## config.mk

```make
export PLATFORM = sky130hd
export DESIGN_NAME = touch_i2c_register_access
export DESIGN_NICKNAME = d
export VERILOG_FILES = /design/src/touch_i2c_pkg.sv /design/src/i2c_pin_sync.sv /design/src/touch_i2c_register_access.sv
export VERILOG_INCLUDE_DIRS = /design/src
export SDC_FILE = /design/constraint.sdc
export NUM_CORES = 1
export LEC_CHECK = 0
export ABC_AREA = 1
export BUFFER_PORTS_ARGS = -buffer_cell sky130_fd_sc_hd__clkbuf_2
export CAP_MARGIN = 20
export CORE_MARGIN = 3
export CORE_UTILIZATION = 56
export CTS_BUF_LIST = sky130_fd_sc_hd__clkbuf_8
export CTS_CLUSTER_DIAMETER = 100
export DETAILED_ROUTE_END_ITERATION = 10
export GPL_TIMING_DRIVEN = 0
export PLACE_DENSITY = 0.84
export SYNTH_ARGS = -nofsm -noshare
export SYNTH_HDL_FRONTEND = slang
export SYNTH_HIERARCHICAL = 1
export SYNTH_SLANG_ARGS = --single-unit
```

## constraint.sdc

```tcl
create_clock -name clk_sys -period 2.63 [get_ports clk_sys]
set_input_delay 0.526 -clock clk_sys [delete_from_list [all_inputs] [get_ports clk_sys]]
set_output_delay 0.526 -clock clk_sys [all_outputs]
set_load 0.005 [all_outputs]
```

## src/touch_i2c_consts.svh

```systemverilog
// Purpose: shared constants of the touch controller register-access port
// Assumes: included by its bare name
// Notes:   timing figures are in their own units, counts derive from them
`ifndef TOUCH_I2C_CONSTS_SVH
`define TOUCH_I2C_CONSTS_SVH
`define TI_SLAVE_ADDR     7'h70
`define TI_INIT_TIME_MS   50
`define TI_CLK_FREQ_MHZ   100
`define TI_MAX_RATE_KBPS  400
`define TI_SYNC_STAGES    3
`define TI_START_ADDR_RST 8'h00
`define TI_LAST_BIT       3'h7
`define TI_PIN_IDLE       1'b1
`endif

```

## src/touch_i2c_pkg.sv

```systemverilog
// Purpose: types of the touch controller register-access port
// Assumes: nothing
// Notes:   state codes are left to the tools
package touch_i2c_pkg;
  typedef logic [7:0] regByte_t;
  typedef enum {
    ST_IDLE,
    ST_ADDR,
    ST_ADDR_ACK,
    ST_RX,
    ST_RX_ACK,
    ST_TX,
    ST_TX_ACK,
    ST_WAIT
  } slvState_t;
endpackage

```

## src/i2c_pin_sync.sv

```systemverilog
// Purpose: three-stage sampler of an asynchronous pin
// Assumes: pin idles high (pulled up)
// Notes:   level changes once stages two and three agree
`include "touch_i2c_consts.svh"
module i2c_pin_sync (
  input  wire logic clk_sys,
  input  wire logic rstSn,
  input  wire logic pinI,
  output logic      level
);
  logic stage1_r;
  logic stage2_r;
  logic stage3_r;
  logic level_r;
  wire  agree = (stage2_r == stage3_r);

  always_ff @(posedge clk_sys or negedge rstSn) begin
    if (!rstSn) begin
      stage1_r <= `TI_PIN_IDLE;
      stage2_r <= `TI_PIN_IDLE;
      stage3_r <= `TI_PIN_IDLE;
    end else begin
      stage1_r <= pinI;
      stage2_r <= stage1_r;
      stage3_r <= stage2_r;
    end
  end

  always_ff @(posedge clk_sys or negedge rstSn) begin
    if (!rstSn) begin
      level_r <= `TI_PIN_IDLE;
    end else if (agree) begin
      level_r <= stage3_r;
    end
  end

  assign level = level_r;
endmodule // i2c_pin_sync

```

## src/touch_i2c_register_access.sv

```systemverilog
// Purpose: i2c slave giving a host register access to the touch controller
// Assumes: core registers answer regRdData combinationally from regRdAddr
// Notes:   no clock stretching; scl pin is never driven
// Behaviour
// - no access before 50 ms initialisation ends
// - slave only, answers 7-bit address 0x70
// - works at any rate to 400 kbit/s
// - transaction opens with START then address
// - eight-bit bytes, each followed by acknowledge
// - SDA fall while SCL high is START
// - SDA rise while SCL high is STOP
// - SDA changes only while SCL is low
// - read: set address, STOP, then read
// - reads restart at stored start address
// - writes store bytes from given address upward
// - active-low reset restarts initialisation period
// - interrupt line flags new coordinate data
`include "touch_i2c_consts.svh"
module touch_i2c_register_access #(
  parameter int INIT_CYCLES = `TI_INIT_TIME_MS * 1000 * `TI_CLK_FREQ_MHZ
) (
  input  wire logic                 clk_sys,
  input  wire logic                 rstn,
  input  wire logic                 sclI,
  output logic                      sclO,
  output logic                      sclOe,
  input  wire logic                 sdaI,
  output logic                      sdaO,
  output logic                      sdaOe,
  input  wire logic                 coordReady,
  output logic                      intN,
  output logic                      initDone,
  output touch_i2c_pkg::regByte_t   regRdAddr,
  input  wire touch_i2c_pkg::regByte_t regRdData,
  output logic                      regRdStb,
  output logic                      regWrEn,
  output touch_i2c_pkg::regByte_t   regWrAddr,
  output touch_i2c_pkg::regByte_t   regWrData
);
  import touch_i2c_pkg::*;

  localparam int CW = $clog2(INIT_CYCLES + 1);
  logic          rstPipe1_r;
  logic          rstSn;
  logic [CW-1:0] initCnt_r;
  logic          initDone_r;
  logic          sclF;
  logic          sdaF;
  logic          sclPrev_r;
  logic          sdaPrev_r;
  slvState_t     st_r;
  slvState_t     stNxt;
  logic [2:0]    bitCnt_r;
  logic [2:0]    bitCntNxt;
  regByte_t      rxShift_r;
  regByte_t      rxShiftNxt;
  regByte_t      txShift_r;
  regByte_t      txShiftNxt;
  logic          full_r;
  logic          fullNxt;
  logic          first_r;
  logic          firstNxt;
  logic          rnw_r;
  logic          rnwNxt;
  logic          sdaOe_r;
  logic          sdaOeNxt;
  regByte_t      ptr_r;
  regByte_t      ptrNxt;
  regByte_t      startAddr_r;
  regByte_t      startAddrNxt;
  logic          wrEn_r;
  logic          wrEnNxt;
  regByte_t      wrAddr_r;
  regByte_t      wrAddrNxt;
  regByte_t      wrData_r;
  regByte_t      wrDataNxt;
  logic          rdStb_r;
  logic          rdStbNxt;
  logic          intN_r;

  always_ff @(posedge clk_sys or negedge rstn) begin
    if (!rstn) begin
      rstPipe1_r <= 1'b0;
      rstSn      <= 1'b0;
    end else begin
      rstPipe1_r <= 1'b1;
      rstSn      <= rstPipe1_r;
    end
  end

  wire initLast = (initCnt_r == CW'(INIT_CYCLES - 1));
  always_ff @(posedge clk_sys or negedge rstSn) begin
    if (!rstSn) begin
      initCnt_r  <= '0;
      initDone_r <= 1'b0;
    end else if (!initDone_r) begin
      initCnt_r  <= initCnt_r + CW'(1);
      initDone_r <= initLast;
    end
  end

  // three-stage sampling, far below half a bit
  i2c_pin_sync sclSync (
    .clk_sys (clk_sys),
    .rstSn   (rstSn),
    .pinI    (sclI),
    .level   (sclF)
  );
  i2c_pin_sync sdaSync (
    .clk_sys (clk_sys),
    .rstSn   (rstSn),
    .pinI    (sdaI),
    .level   (sdaF)
  );

  always_ff @(posedge clk_sys or negedge rstSn) begin
    if (!rstSn) begin
      sclPrev_r <= `TI_PIN_IDLE;
      sdaPrev_r <= `TI_PIN_IDLE;
    end else begin
      sclPrev_r <= sclF;
      sdaPrev_r <= sdaF;
    end
  end

  wire sclRise   = sclF & ~sclPrev_r;
  wire sclFall   = ~sclF & sclPrev_r;
  wire startCond = sclF & sclPrev_r & sdaPrev_r & ~sdaF;
  wire stopCond  = sclF & sclPrev_r & ~sdaPrev_r & sdaF;
  wire addrMatch = (rxShift_r[7:1] == `TI_SLAVE_ADDR) & initDone_r;
  wire lastBit   = (bitCnt_r == `TI_LAST_BIT);

  always_comb begin
    stNxt        = st_r;
    bitCntNxt    = bitCnt_r;
    rxShiftNxt   = rxShift_r;
    txShiftNxt   = txShift_r;
    fullNxt      = full_r;
    firstNxt     = first_r;
    rnwNxt       = rnw_r;
    sdaOeNxt     = sdaOe_r;
    ptrNxt       = ptr_r;
    startAddrNxt = startAddr_r;
    wrEnNxt      = 1'b0;
    wrAddrNxt    = wrAddr_r;
    wrDataNxt    = wrData_r;
    rdStbNxt     = 1'b0;
    if (startCond) begin
      // every transaction opens with the address byte
      stNxt     = ST_ADDR;
      bitCntNxt = 3'h0;
      fullNxt   = 1'b0;
      sdaOeNxt  = 1'b0;
    end else if (stopCond) begin
      stNxt    = ST_IDLE;
      sdaOeNxt = 1'b0;
    end else begin
      unique case (st_r)
        ST_IDLE, ST_WAIT: begin
          sdaOeNxt = 1'b0;
        end
        ST_ADDR, ST_RX: begin
          // eight bits sampled on rising scl
          if (sclRise) begin
            rxShiftNxt = {rxShift_r[6:0], sdaF};
            bitCntNxt  = bitCnt_r + 3'h1;
            fullNxt    = lastBit;
          end else if (sclFall && full_r) begin
            fullNxt = 1'b0;
            if (st_r == ST_ADDR) begin
              if (addrMatch) begin
                // every read starts at the stored address
                stNxt    = ST_ADDR_ACK;
                sdaOeNxt = 1'b1;
                rnwNxt   = rxShift_r[0];
                firstNxt = 1'b1;
                ptrNxt   = startAddr_r;
              end else begin
                stNxt = ST_WAIT;
              end
            end else begin
              stNxt    = ST_RX_ACK;
              sdaOeNxt = 1'b1;
              firstNxt = 1'b0;
              if (first_r) begin
                // write header sets the start address
                startAddrNxt = rxShift_r;
                ptrNxt       = rxShift_r;
              end else begin
                wrEnNxt   = 1'b1;
                wrAddrNxt = ptr_r;
                wrDataNxt = rxShift_r;
                ptrNxt    = ptr_r + 8'h01;
              end
            end
          end
        end
        ST_ADDR_ACK: begin
          if (sclFall) begin
            bitCntNxt = 3'h0;
            if (rnw_r) begin
              stNxt      = ST_TX;
              sdaOeNxt   = ~regRdData[7];
              txShiftNxt = {regRdData[6:0], 1'b0};
              rdStbNxt   = 1'b1;
            end else begin
              stNxt    = ST_RX;
              sdaOeNxt = 1'b0;
            end
          end
        end
        ST_RX_ACK: begin
          if (sclFall) begin
            stNxt     = ST_RX;
            sdaOeNxt  = 1'b0;
            bitCntNxt = 3'h0;
          end
        end
        ST_TX: begin
          // data moves only after scl has fallen
          if (sclFall) begin
            if (lastBit) begin
              stNxt    = ST_TX_ACK;
              sdaOeNxt = 1'b0;
            end else begin
              sdaOeNxt   = ~txShift_r[7];
              txShiftNxt = {txShift_r[6:0], 1'b0};
              bitCntNxt  = bitCnt_r + 3'h1;
            end
          end
        end
        ST_TX_ACK: begin
          // host acknowledge sampled on rising scl
          if (sclRise) begin
            fullNxt = sdaF;
            ptrNxt  = ptr_r + 8'h01;
          end else if (sclFall) begin
            bitCntNxt = 3'h0;
            if (!full_r) begin
              stNxt      = ST_TX;
              sdaOeNxt   = ~regRdData[7];
              txShiftNxt = {regRdData[6:0], 1'b0};
              rdStbNxt   = 1'b1;
            end else begin
              stNxt   = ST_WAIT;
              fullNxt = 1'b0;
            end
          end
        end
      endcase
    end
  end

  always_ff @(posedge clk_sys or negedge rstSn) begin
    if (!rstSn) begin
      st_r     <= ST_IDLE;
      bitCnt_r <= 3'h0;
      full_r   <= 1'b0;
      first_r  <= 1'b0;
      rnw_r    <= 1'b0;
      sdaOe_r  <= 1'b0;
    end else begin
      st_r     <= stNxt;
      bitCnt_r <= bitCntNxt;
      full_r   <= fullNxt;
      first_r  <= firstNxt;
      rnw_r    <= rnwNxt;
      sdaOe_r  <= sdaOeNxt;
    end
  end

  always_ff @(posedge clk_sys or negedge rstSn) begin
    if (!rstSn) begin
      rxShift_r   <= 8'h00;
      txShift_r   <= 8'h00;
      ptr_r       <= `TI_START_ADDR_RST;
      startAddr_r <= `TI_START_ADDR_RST;
    end else begin
      rxShift_r   <= rxShiftNxt;
      txShift_r   <= txShiftNxt;
      ptr_r       <= ptrNxt;
      startAddr_r <= startAddrNxt;
    end
  end

  always_ff @(posedge clk_sys or negedge rstSn) begin
    if (!rstSn) begin
      wrEn_r   <= 1'b0;
      wrAddr_r <= 8'h00;
      wrData_r <= 8'h00;
      rdStb_r  <= 1'b0;
    end else begin
      wrEn_r   <= wrEnNxt;
      wrAddr_r <= wrAddrNxt;
      wrData_r <= wrDataNxt;
      rdStb_r  <= rdStbNxt;
    end
  end

  always_ff @(posedge clk_sys or negedge rstSn) begin
    if (!rstSn) begin
      intN_r <= 1'b1;
    end else begin
      intN_r <= ~(coordReady & initDone_r);
    end
  end

  assign sclO      = 1'b0;
  assign sclOe     = 1'b0;
  assign sdaO      = 1'b0;
  assign sdaOe     = sdaOe_r;
  assign intN      = intN_r;
  assign initDone  = initDone_r;
  assign regRdAddr = ptr_r;
  assign regRdStb  = rdStb_r;
  assign regWrEn   = wrEn_r;
  assign regWrAddr = wrAddr_r;
  assign regWrData = wrData_r;
endmodule // touch_i2c_register_access

```

==> metrics.log, run 1 <==
[metrics] run status: finished clean
[metrics] count of flip-flops with a built-in enable after synthesis: 0
[metrics] ordered list of cells on the worst path: ha_1, nand3_1, nand2_2, inv_1, nand3_1, buf_2, o21ai_0
[metrics] end point of the critical path: rxShift_r[1]
[metrics] I/O pin count: 45
[metrics] worst IR drop on VDD: 0.379 mV
[metrics] sort of element at the end of the critical path: flop
[metrics] wire length of the first global-routing pass: 17.8 mm
[metrics] Yosys warnings: 6
[metrics] highest metal layer with signal wires: met4
[metrics] Critical path buffers and inverters: 2
[metrics] slowest CP cell: sky130_fd_sc_hd__dfstp_2
[metrics] Via density: 5.24
[metrics] clk_lat worst skew: 0.37 ns
[metrics] simple-gate share of the synthesized area: 29.7%
[metrics] synthesized-area fraction occupied by xor and xnor cells: 3.39%
[metrics] kind of critical path: reg -> reg
[metrics] Clock H-tree levels: 3
[metrics] Seq/Total Area, Yosys: 49.3%
[metrics] element type at the critical path start: flop
[metrics] post-synthesis mux area share: 0%
[metrics] required time worst endpoint: 2.87 ns
[metrics] post-detailed-routing wire length: 10.2 mm
[metrics] Met1 Routed Length: 4.49 mm
[metrics] skew final: 0.0124 ns
[metrics] count of unresolved DRC violations after routing: 0
[metrics] TritonCTS Buffers: 9
[metrics] flip-flop and latch count after synthesis: 96
[metrics] largest family of logic cells by synthesized area: simple AND/OR/NAND/NOR gates
[metrics] Synth Area per Inst: 7.97 µm²
[metrics] reg-to-reg critical path endpoint: rxShift_r[1]
[metrics] Post-Syn Instances: 615
[metrics] final-report max-slew violation count: 0
[metrics] number of buffer cells added on primary ports: 41
[metrics] area leader, netlist: sky130_fd_sc_hd__dfrtp_1
[metrics] static power due to leakage: 2.83 nW
[metrics] leftover overflow at the end of global routing: 0
[metrics] unrepaired setup endpoints after global routing: false
[metrics] antenna viol nets, final: 0
[metrics] total vias in the final route: 4,092
[metrics] area of the mapped netlist: 4900 µm²
[metrics] dominant cells by area after synthesis: sky130_fd_sc_hd__dfrtp_1 43%, sky130_fd_sc_hd__nand2_1 15%, sky130_fd_sc_hd__dfstp_2 5.9%, sky130_fd_sc_hd__inv_1 5.1%, sky130_fd_sc_hd__nand3_1 4.9%
[metrics] share of synthesized cell area in full adder, half adder and majority cells: 2.04%
[metrics] standard-cell row count: 33
[metrics] total of cells resized after clock tree synthesis: 0
[metrics] number of endpoints with negative hold slack in the final report: 0
[metrics] type of the worst min-delay path: reg -> async
[metrics] Worst EP arrival: 2.43 ns
[metrics] most frequently used cell type in the post-synthesis netlist: sky130_fd_sc_hd__nand2_1
[metrics] Max Cap Viol: 0
[metrics] Clock Tree Root: sky130_fd_sc_hd__clkbuf_8
[metrics] last weighted congestion value of the routability-driven placer: 0.949
[metrics] post-synth top area share: 43.4%
[metrics] CTS tree: done
[metrics] share of the clock period used by the worst path: 83.5%
[metrics] die span in x: 99.6 µm
[metrics] iteration-0 DRC count of the detailed router: 208
[metrics] fraction of layout cells with a size suffix above 1: 15.8%
[metrics] Synth Area in Compound Gates: 8.01%
[metrics] final setup TNS: 0 ns
[metrics] power density over cell area: 809 nW/µm²
[metrics] worst-case hold slack: 0.221 ns
[metrics] top cell types by occurrence after synthesis: 202 x sky130_fd_sc_hd__nand2_1, 85 x sky130_fd_sc_hd__dfrtp_1, 67 x sky130_fd_sc_hd__inv_1, 48 x sky130_fd_sc_hd__nand3_1, 40 x sky130_fd_sc_hd__nor2_1
[metrics] routed length on met2: 5.10 mm
[metrics] count of clock tree sinks: 96
[metrics] Critical Path Fanout Max: 10
[metrics] instance count on the critical path: 7
[metrics] fraction of registers with async set/reset: 100%
[metrics] prevailing post-synth register cell: sky130_fd_sc_hd__dfrtp_1
[metrics] Final Net Count: 692
[metrics] number of buffers on the longest clock path: 2
[metrics] CP most frequent cell: sky130_fd_sc_hd__nand3_1
[metrics] clk slew on worst S/H paths: 0.09 ns
[metrics] family with the most delay on the worst path: simple AND/OR/NAND/NOR gates
[metrics] die outline height: 99.6 µm
[metrics] initial antenna violation count: 0
[metrics] crit path launch: sclSync/level
[metrics] R2R depth: 7
[metrics] post-detail-place hpwl: 7.43 mm
[metrics] All-Layer GR Usage: 21.9%
[metrics] maximum operating frequency: 0.455 GHz
[metrics] via count of the first global-routing pass: 3,972
[metrics] Initial DRT Pass Iterations: 5
[metrics] worst flop-to-flop path startpoint: sclSync/level
[metrics] Ant. Diodes: 0
[metrics] layout overhead on the synthesized area: 12.4%
[metrics] starting density of the core: 58.8%
[metrics] overall die area: 9910 µm²
[metrics] number of distinct library cells after synthesis: 38
[metrics] final worst path period need: 2.20 ns
[metrics] core box area: 8340 µm²
[metrics] power consumption: 4.46 mW
[metrics] detailed-route wire length per cell: 13.1 µm
[metrics] maximum single-stage delay on the critical path: 0.60 ns
[metrics] final setup violation count: 0
[metrics] largest net degree at the start of global routing: 75
[metrics] wire length on met3: 507 µm
[metrics] reg-to-reg setup timing slack: 0.43 ns
worst min path at each step:
stage          start          endpoint  slack [ns]  cells after the start
2_1_floorplan   rstn        rstPipe1_r        0.23                      0
3_3_place_gp    rstn        rstPipe1_r        0.31                      1
3_5_place_dp   rstSn       bitCnt_r[1]        0.23                      0
4_1_cts         sdaI  sdaSync/stage1_r        0.23                      1
5_1_grt         sdaI  sdaSync/stage1_r        0.22                      1
6_report       rstSn       bitCnt_r[2]        0.22                      0
worst reg2reg max path: stages, from the launching register on:
cell	delay, ns
sky130_fd_sc_hd__dfstp_2	0.60
sky130_fd_sc_hd__ha_1	0.22
sky130_fd_sc_hd__nand3_1	0.25
sky130_fd_sc_hd__nand2_2	0.24
sky130_fd_sc_hd__inv_1	0.16
sky130_fd_sc_hd__nand3_1	0.25
sky130_fd_sc_hd__buf_2	0.25
sky130_fd_sc_hd__o21ai_0	0.11
per-layer routing:
metal  vias to the layer above  track usage, %
met5                         -               0
met4                         0            6.72
met1                      1919            27.3
li1                       2060               -
met2                       101            38.1
met3                        12            4.84
kinds of logic after synthesis:
logic type | Yosys count
AOI/OAI and AO/OA | 73
xor gates and xnor gates | 19
adders and majority gates | 8
buffers and inverters | 87
DFF | 96
other | 2
and+or+nand+nor | 330
power breakdown:
part	switching [mW]	internal, mW	total, mW
combinational	1.00	0.523	1.52
sequential	0.195	1.68	1.87
clock	0.522	0.537	1.06
flip-flops by register name (all words and copies together) (netlist names), 3 cells and up:
signal and flops:
regWrData 8, bitCnt_r 3, regRdAddr 8, rxShift_r 8, initCnt_r 23, regWrAddr 8, st_r 3, txShift_r 7
startAddr_r 8
cells in the final DEF (no fill, tap or decap), drive strengths merged:
master	instances
o211ai	2
conb	4
nand4	10
clkinvlp	2
nor2	45
clkbuf	52
nor3	9
buf	12
a31oi	2
o21ai	60
clkinv	1
a211oi	1
xor2	11
nand2	208
dfstp	11
ha	8
nand3b	3
xnor2	8
a21oi	7
and3	1
dfrtp	85
nand3	51
dlygate4sd3	1
inv	76
bufinv	2
o21a	1
nor4	3
cell type report:
type | count | area, µm²
Fill cell | 707 | 2830
Sequential cell | 96 | 2420
Multi-Input combinational cell | 434 | 2130
Clock buffer | 9 | 124
Inverter | 74 | 280
Timing Repair Buffer | 43 | 243
Tap cell | 105 | 131
Clock inverter | 7 | 96.3
Buffer | 13 | 83.8
stage by stage:
step	util, %	area [µm²]	setup WS (ns)	cells
final	66.0	5510	0.434	781
after global routing	66.0	5510	0.279	781
after CTS	66.0	5510	0.442	781
after detailed placement	63.3	5280	0.489	764
after global placement	62.9	5250	0.500	763
after floorplan	-	4910	0.879	617
repair_timing:
action	in CTS	in global routing
hold endpoints to repair	2	0
setup buffers	0	0
hold buffers	1	0
Note: power is estimated with default switching activity, not from simulation.
==> inputs of run 2 (changes only) <==
--- a/config.mk
+++ b/config.mk
@@ -6,16 +6,16 @@
 export SDC_FILE = /design/constraint.sdc
 export NUM_CORES = 1
 export LEC_CHECK = 0
-export ABC_AREA = 1
+export ABC_AREA = 0
 export BUFFER_PORTS_ARGS = -buffer_cell sky130_fd_sc_hd__clkbuf_2
 export CAP_MARGIN = 20
 export CORE_MARGIN = 3
-export CORE_UTILIZATION = 56
+export CORE_UTILIZATION = 60
 export CTS_BUF_LIST = sky130_fd_sc_hd__clkbuf_8
 export CTS_CLUSTER_DIAMETER = 100
 export DETAILED_ROUTE_END_ITERATION = 10
 export GPL_TIMING_DRIVEN = 0
-export PLACE_DENSITY = 0.84
+export PLACE_DENSITY = 0.86
 export SYNTH_ARGS = -nofsm -noshare
 export SYNTH_HDL_FRONTEND = slang
 export SYNTH_HIERARCHICAL = 1
==> constraint.sdc (replaced) <==
create_clock -name clk_sys -period 2.1 [get_ports clk_sys]
set_input_delay 0.42 -clock clk_sys [delete_from_list [all_inputs] [get_ports clk_sys]]
set_output_delay 0.42 -clock clk_sys [all_outputs]
set_load 0.005 [all_outputs]
==> metrics.log, run 2 <==
[metrics] post-synth top area share: 45.8% (+2.4 points)
[metrics] Most flops, register: initCnt_r
[metrics] die span in x: 94.0 µm (-5.6%)
[metrics] violations in the final reports: setup timing
[metrics] last weighted congestion value of the routability-driven placer: 0.882 (-7.1%)
[metrics] internal power: 3.65 mW (+33%)
[metrics] initial antenna violation count: 0 (unchanged)
[metrics] wire length of the first global-routing pass: 16.0 mm (-10%)
[metrics] element type at the critical path start: flop
[metrics] sort of element at the end of the critical path: flop
[metrics] Post-Syn Instances: 411 (-33%)
[metrics] clk slew on worst S/H paths: 0.10 ns (about the same)
[metrics] reg-to-reg setup timing slack: -0.0007 ns (-0.44 ns)
[metrics] run status: finished, violations left
[metrics] power consumption: 5.61 mW (+26%)
[metrics] Clock H-tree levels: 3 (unchanged)
[metrics] leftover overflow at the end of global routing: 0 (unchanged)
[metrics] flip-flop and latch count after synthesis: 96 (unchanged)
[metrics] most frequent cells in the layout: 84 x sky130_fd_sc_hd__dfrtp_1, 41 x sky130_fd_sc_hd__clkbuf_2, 37 x sky130_fd_sc_hd__nand2_1
[metrics] Critical Path Fanout Max: 10 (unchanged)
[metrics] CTS tree: done
[metrics] core box area: 7370 µm² (-12%)
[metrics] number of endpoints with negative hold slack in the final report: 0 (unchanged)
[metrics] max FFs per register: 23 (unchanged)
[metrics] Synth Area per Inst: 11.3 µm² (+42%)
[metrics] prevailing post-synth register cell: sky130_fd_sc_hd__dfrtp_1
[metrics] final-report max-slew violation count: 0 (unchanged)
[metrics] fraction of layout cells with a size suffix above 1: 33.9% (+18 points)
[metrics] dominant cells by area after synthesis: sky130_fd_sc_hd__dfrtp_1 46%, sky130_fd_sc_hd__mux2_2 6.5%, sky130_fd_sc_hd__dfstp_2 6.2%, sky130_fd_sc_hd__mux2i_1 3.4%, sky130_fd_sc_hd__xnor2_1 3.0%
[metrics] Final Net Count: 505 (-27%)
[metrics] R2R depth: 8 (+1)
[metrics] P_sw: 1.96 mW (+14%)
[metrics] I/O pin count: 45 (unchanged)
[metrics] detailed-route wire length per cell: 16.9 µm (+29%)
[metrics] area of the mapped netlist: 4650 µm² (-5.2%)
[metrics] multi-input gate area in the final layout: 2240 µm² (+5.2%)
[metrics] Yosys warnings: 6 (unchanged)
[metrics] static power due to leakage: 2.66 nW (-6.1%)
[metrics] count of flip-flops with a built-in enable after synthesis: 0 (unchanged)
[metrics] post-detailed-routing wire length: 9.94 mm (-2.7%)
[metrics] top cell types by occurrence after synthesis: 85 x sky130_fd_sc_hd__dfrtp_1, 37 x sky130_fd_sc_hd__nand2_1, 27 x sky130_fd_sc_hd__mux2_2, 25 x sky130_fd_sc_hd__nor2_1
[metrics] Finished Cell Area: 5590 µm² (+1.5%)
[metrics] pin slew with the least headroom to its limit: 0.538 ns
[metrics] overall die area: 8840 µm² (-11%)
[metrics] Seq/Total Area, Yosys: 52.0% (+2.7 points)
[metrics] via count of the first global-routing pass: 3,296 (-17%)
[metrics] type of the worst min-delay path: in -> reg
[metrics] number of distinct library cells after synthesis: 63 (+66%)
[metrics] maximum operating frequency: 0.476 GHz (+4.5%)
[metrics] Via density: 5.84 (+11%)
[metrics] Hold Path Origin: sdaI
[metrics] All-Layer GR Usage: 23.1% (+1.2 points)
[metrics] final critical-path setup slack: -0.000653 ns (-0.435 ns)
[metrics] Initial DRT Pass Iterations: 5 (unchanged)
[metrics] share of total power in sequential cells: 42.7% (+0.7 points)
[metrics] count of unresolved DRC violations after routing: 0 (unchanged)
[metrics] worst IR drop on VDD: 0.621 mV (+64%)
[metrics] iteration-0 DRC count of the detailed router: 227 (+9.1%)
[metrics] TritonCTS Buffers: 9 (unchanged)
[metrics] worst flop-to-flop path startpoint: sclPrev_r
[metrics] most frequently used cell type in the post-synthesis netlist: sky130_fd_sc_hd__dfrtp_1
[metrics] Sequential cell area: 2420 µm² (unchanged)
[metrics] unrepaired setup endpoints after global routing: true
[metrics] Max Cap Viol: 0 (unchanged)
[metrics] antenna viol nets, final: 0 (unchanged)
[metrics] largest net degree at the start of global routing: 63 (-16%)
[metrics] fill count: 482 (-32%)
[metrics] kind of critical path: reg -> reg
[metrics] total vias in the final route: 3,434 (-16%)
[metrics] combinational cell fraction of total power: 33.8% (-0.4 points)
[metrics] number of buffer cells added on primary ports: 41 (unchanged)
[metrics] standard-cell row count: 31 (-6.1%)
[metrics] Max transition margin: 64.0%
[metrics] worst min-delay path endpoint: sdaSync/stage1_r
[metrics] die outline height: 94.0 µm (-5.6%)
[metrics] clock share of power: 23.6% (-0.2 points)
[metrics] worst-case hold slack: 0.131 ns (-0.0905 ns)
[metrics] required time worst endpoint: 2.35 ns (-0.52 ns)
[metrics] starting density of the core: 63.0% (+4.3 points)
[metrics] core utilization of the finished layout: 75.8% (+9.8 points)
[metrics] layout overhead on the synthesized area: 20.3%
[metrics] Ant. Diodes: 0 (unchanged)
[metrics] count of clock tree sinks: 96 (unchanged)
[metrics] clk_lat worst skew: 0.37 ns (about the same)
[metrics] skew final: 0.0140 ns (+0.00163 ns)
[metrics] Clock Tree Root: sky130_fd_sc_hd__clkbuf_8
[metrics] fraction of registers with async set/reset: 100% (unchanged)
[metrics] number of buffers on the longest clock path: 2 (unchanged)
[metrics] reg-to-reg critical path endpoint: regRdAddr[7]
[metrics] Worst Hold Path Cells: 1
[metrics] share of the clock period used by the worst path: 100% (+17 points)
[metrics] power density over cell area: 1000 nW/µm² (+24%)
[metrics] final setup violation count: 1 (+1)
[metrics] Worst EP arrival: 2.35 ns (-0.08 ns)
[metrics] placed cell areas: 5020 µm² (-5.0%)
[metrics] proportion of total power due to net switching: 34.9% (-3.7 points)
[metrics] most common library cell in the layout ignoring fill and taps: sky130_fd_sc_hd__dfrtp_1
[metrics] final worst path period need: 2.10 ns (-0.0949 ns)
[metrics] area leader, netlist: sky130_fd_sc_hd__dfrtp_1
[metrics] post-detail-place hpwl: 6.39 mm (-14%)
-- run 2: changes by cell type in the layout (fill, tap and decap cells not counted), moves of 17 or more --
cell and delta:
sky130_fd_sc_hd__nand2_1 -165, sky130_fd_sc_hd__o21ai_0 -17, sky130_fd_sc_hd__nand3_1 -31, sky130_fd_sc_hd__o21ai_1 -26, sky130_fd_sc_hd__inv_1 -60, sky130_fd_sc_hd__mux2_4 +21
sky130_fd_sc_hd__buf_4 +17
-- run 2: worst max-delay path: stages (launching register included) --
cell and delay [ns]:
sky130_fd_sc_hd__dfstp_2 0.56, sky130_fd_sc_hd__inv_2 0.05, sky130_fd_sc_hd__ha_4 0.17, sky130_fd_sc_hd__and2b_2 0.24
sky130_fd_sc_hd__a21oi_1 0.07, sky130_fd_sc_hd__a2111o_1 0.41, sky130_fd_sc_hd__buf_4 0.20, sky130_fd_sc_hd__o21ai_0 0.18
sky130_fd_sc_hd__o21ai_1 0.10
-- run 2: power groups by stage --
stage	clock, mW	sequential (mW)	combinational (mW)
6_report	1.32	2.39	1.89
5_1_grt	1.42	2.43	2.07
4_1_cts	1.34	2.38	1.76
3_5_place_dp	0	2.42	1.68
3_3_place_gp	0	2.40	1.59
2_1_floorplan	0	2.35	1.28
-- run 2: layout make-up --
type / instances / share of cell area [%]
flip-flops and latches: 96 / 43.3
multi-input cells: 285 / 40.1
repair buffers: 60 / 7.03
plain buffers: 22 / 2.78
clock buffers: 9 / 2.22
well taps: 99 / 2.22
clock inverters: 7 / 1.70
inverters: 10 / 0.672
-- run 2: cells by family after synthesis --
family          share of synthesized area [%]
mux                                      12.7
simple gates                             14.3
xor+xnor                                 4.50
fa+ha+maj                                2.64
buf+inv                                  3.66
compound gates                           10.1
flops                                    52.0
other cells                             0.162
-- run 2: metal layers --
metal  wire [µm]  global-route usage, %  share of wire, %
met3         574                   6.33               5.8
met4         161                   5.66               1.6
met5           0                      0                 0
met2        4910                   37.5                49
met1        4290                   31.1                43
-- run 2: how the worst max path moves through the flow --
stage / startpoint / end / slack [ns] / cells after the start
after detailed placement: sclPrev_r / regWrAddr[5] / -0.35 / 7
after global routing: sclSync/level / st_r[2] / -0.09 / 7
after CTS: sclPrev_r / regWrAddr[0] / -0.005 / 8
after floorplan: sclPrev_r / regWrAddr[3] / 0.004 / 7
after global placement: sclPrev_r / regWrAddr[3] / -0.26 / 7
final: sclPrev_r / regRdAddr[7] / -0.0007 / 8
-- run 2: through the flow --
step | worst slack, ns | TNS, ns | std cells
after floorplan | 0.00441 | 0 | 413
after global placement | -0.260 | -4.23 | 553
after global routing | -0.0905 | -1.17 | 588
final | -0.000653 | -0.000653 | 588
after detailed placement | -0.349 | -6.64 | 554
after CTS | -0.00453 | -0.0149 | 580
-- run 2: what timing repair did --
action | CTS | global route
pin swaps | 5 | 7
cloned | 1 | 0
buffers inserted | 8 | 8
endpoints found under the hold margin | 2 | 0
gates resized for setup | 18 | 41
endpoints found under the setup margin | 44 | 52
hold buffers | 1 | 0
==> inputs of run 3 (changes only) <==
--- a/config.mk
+++ b/config.mk
@@ -9,13 +9,13 @@
 export ABC_AREA = 0
 export BUFFER_PORTS_ARGS = -buffer_cell sky130_fd_sc_hd__clkbuf_2
 export CAP_MARGIN = 20
-export CORE_MARGIN = 3
-export CORE_UTILIZATION = 60
+export CORE_MARGIN = 4
+export CORE_UTILIZATION = 58
 export CTS_BUF_LIST = sky130_fd_sc_hd__clkbuf_8
 export CTS_CLUSTER_DIAMETER = 100
 export DETAILED_ROUTE_END_ITERATION = 10
 export GPL_TIMING_DRIVEN = 0
-export PLACE_DENSITY = 0.86
+export PLACE_DENSITY = 0.83
 export SYNTH_ARGS = -nofsm -noshare
 export SYNTH_HDL_FRONTEND = slang
 export SYNTH_HIERARCHICAL = 1
==> metrics.log, run 3 (synthesis gave the netlist of run 2 again) <==
[metrics] family with the most delay on the worst path: simple AND/OR/NAND/NOR gates
[metrics] count of clock tree sinks: 96 (unchanged)
[metrics] final critical-path setup slack: -0.0696 ns (-0.0690 ns)
[metrics] number of endpoints with negative hold slack in the final report: 0 (unchanged)
[metrics] clk_lat worst skew: 0.35 ns (-0.02 ns)
[metrics] starting density of the core: 59.8% (-3.2 points)
[metrics] via count of the first global-routing pass: 3,485 (+5.7%)
[metrics] Clock H-tree levels: 3 (unchanged)
[metrics] sort of element at the end of the critical path: flop
[metrics] required time worst endpoint: 2.36 ns (about the same)
[metrics] number of buffer cells added on primary ports: 41 (unchanged)
[metrics] element type at the critical path start: flop
[metrics] type of the worst min-delay path: in -> reg
[metrics] Clock Tree Root: sky130_fd_sc_hd__clkbuf_8
[metrics] Via density: 5.83 (-0.16%)
[metrics] most frequent cells in the layout: 84 x sky130_fd_sc_hd__dfrtp_1, 41 x sky130_fd_sc_hd__clkbuf_2, 37 x sky130_fd_sc_hd__nand2_1
[metrics] share of the clock period used by the worst path: 103% (+3.3 points)
[metrics] routed length on met2: 4.95 mm (+0.73%)
[metrics] kind of critical path: reg -> reg
[metrics] slowest CP cell: sky130_fd_sc_hd__dfstp_2
[metrics] Critical path buffers and inverters: 1 (-1)
[metrics] number of cells in the design after placement: 557 (+0.54%)
[metrics] maximum operating frequency: 0.461 GHz (-3.2%)
[metrics] Met1 Routed Length: 4.42 mm (+2.9%)
[metrics] overall die area: 9510 µm² (+7.6%)
[metrics] wire length of the first global-routing pass: 16.6 mm (+4.0%)
[metrics] violations in the final reports: setup timing
[metrics] die span in x: 97.5 µm (+3.7%)
[metrics] Max transition margin: 59.6% (-4.5 points)
[metrics] number of buffers on the longest clock path: 2 (unchanged)
[metrics] worst IR drop on VDD: 0.595 mV (-4.3%)
[metrics] most common library cell in the layout ignoring fill and taps: sky130_fd_sc_hd__dfrtp_1
[metrics] power density over cell area: 994 nW/µm² (-0.93%)
[metrics] number of cells in the finished layout apart from fillers: 591 (+0.51%)
[metrics] count of unresolved DRC violations after routing: 0 (unchanged)
[metrics] Most flops, register: initCnt_r
[metrics] Ant. Diodes: 0 (unchanged)
[metrics] initial antenna violation count: 0 (unchanged)
[metrics] detailed-route wire length per cell: 17.0 µm (+0.65%)
[metrics] Max Cap Viol: 0 (unchanged)
[metrics] Final Net Count: 505 (unchanged)
[metrics] iteration-0 DRC count of the detailed router: 165 (-27%)
[metrics] total vias in the final route: 3,446 (+0.35%)
[metrics] clk slew on worst S/H paths: 0.09 ns (about the same)
[metrics] post-detail-place hpwl: 6.21 mm (-2.8%)
[metrics] last weighted congestion value of the routability-driven placer: 0.903 (+2.4%)
[metrics] pin slew with the least headroom to its limit: 0.604 ns (+0.0667 ns)
[metrics] leftover overflow at the end of global routing: 0 (unchanged)
[metrics] run status: finished, violations left
[metrics] static power due to leakage: 2.64 nW (-0.60%)
[metrics] worst-case hold slack: 0.140 ns (+0.00988 ns)
[metrics] fill count: 530 (+10%)
[metrics] final setup TNS: -0.0790 ns (-0.0784 ns)
[metrics] unrepaired setup endpoints after global routing: true
[metrics] final setup violation count: 2 (+1)
[metrics] I/O pin count: 45 (unchanged)
[metrics] wire length on met3: 510 µm (-11%)
[metrics] largest net degree at the start of global routing: 51 (-19%)
[metrics] TritonCTS Buffers: 9 (unchanged)
[metrics] skew final: 0.0120 ns (-0.00204 ns)
[metrics] highest metal layer with signal wires: met4
[metrics] fraction of layout cells with a size suffix above 1: 34.6% (+0.61 points)
[metrics] standard-cell row count: 32 (+3.2%)
[metrics] Critical Path Fanout Max: 7 (-3)
[metrics] ordered list of cells on the worst path: inv_2, ha_4, and2b_2, a21oi_2, a2111o_1, or3_4, o311ai_2
[metrics] maximum single-stage delay on the critical path: 0.56 ns (about the same)
[metrics] die outline height: 97.5 µm (+3.7%)
[metrics] layout overhead on the synthesized area: 19.6%
[metrics] Initial DRT Pass Iterations: 5 (unchanged)
[metrics] max FFs per register: 23 (unchanged)
[metrics] CTS tree: done
[metrics] Worst EP arrival: 2.43 ns (+0.08 ns)
[metrics] final-report max-slew violation count: 0 (unchanged)
[metrics] core box area: 7770 µm² (+5.4%)
[metrics] All-Layer GR Usage: 21.0% (-2.1 points)
[metrics] antenna viol nets, final: 0 (unchanged)
[metrics] final worst path period need: 2.17 ns (+0.0690 ns)
[metrics] post-detailed-routing wire length: 10.1 mm (+1.2%)
-- run 3: cell count changes in the layout (fill, tap and decap cells not counted), sizes merged --
cell      change
buf           -1
bufinv        -1
clkbuf        +1
clkinvlp      +1
-- run 3: worst paths after layout --
| check | endpoint | start | slack (ns) | cells past startpoint |
|---|---|---|---|---|
| hold / removal | sclSync/stage1_r | sclI | 0.14 | 1 |
| max in group asynchronous | sclSync/stage3_r | rstSn | 1.05 | 1 |
| setup reg to reg | regRdAddr[0] | sclPrev_r | -0.07 | 7 |
| min in group asynchronous | initCnt_r[7] | rstSn | 0.34 | 0 |
| setup / recovery | regRdAddr[0] | sclPrev_r | -0.07 | 7 |
| hold reg to reg | initCnt_r[7] | rstSn | 0.34 | 0 |
-- run 3: cell type report --
type	instances	area, µm²	share of cell area [%]
Tap cell	102	128	2.30
Clock buffer	9	124	2.23
Clock inverter	7	63.8	1.15
Inverter	10	37.5	0.676
Timing Repair Buffer	60	387	6.96
Sequential cell	96	2420	43.6
Buffer	22	155	2.79
Multi-Input combinational cell	285	2240	40.3
-- run 3: layer usage --
metal  global-route usage (%)  vias up
li1                         -     1594
met2                     33.6      123
met5                        0        -
met1                     29.0     1706
met3                     3.88       23
met4                     7.03        0
-- run 3: what timing repair did --
item / in CTS / in global routing
setup endpoints to repair: 36 / 51
pin swaps: 4 / 8
hold buffers: 1 / 0
gates resized for setup: 15 / 47
endpoints found under the hold margin: 2 / 0
setup buffers: 7 / 8
gates cloned: 1 / 1
-- run 3: per-stage QoR --
stage / instance area [µm²] / worst slack [ns] / power [mW] / utilization [%]
final: 5550 / -0.0696 / 5.52 / 71.5
after global routing: 5550 / -0.124 / 5.86 / 71.5
after CTS: 5330 / -0.0286 / 5.31 / 68.7
after detailed placement: 5020 / -0.356 / 4.08 / 64.6
after global placement: 4990 / -0.239 / 4.00 / 64.2
after floorplan: 4660 / 0.00441 / 3.63 / -
-- run 3: where the power goes --
part	switching, mW	internal, mW
Clock	0.643	0.543
Sequential	0.277	2.11
Combinational	1.05	0.894
Total	1.97	3.55
-- run 3: worst reg2reg max path: cells and delay by family (launching register included) --
family	cells	cell delay (ns)
AO/OA/AOI/OAI	3	0.60
adder cells (fa/ha/maj)	1	0.17
buffers and inverters	1	0.05
flip-flops	1	0.56
AND/OR/NAND/NOR	2	0.69
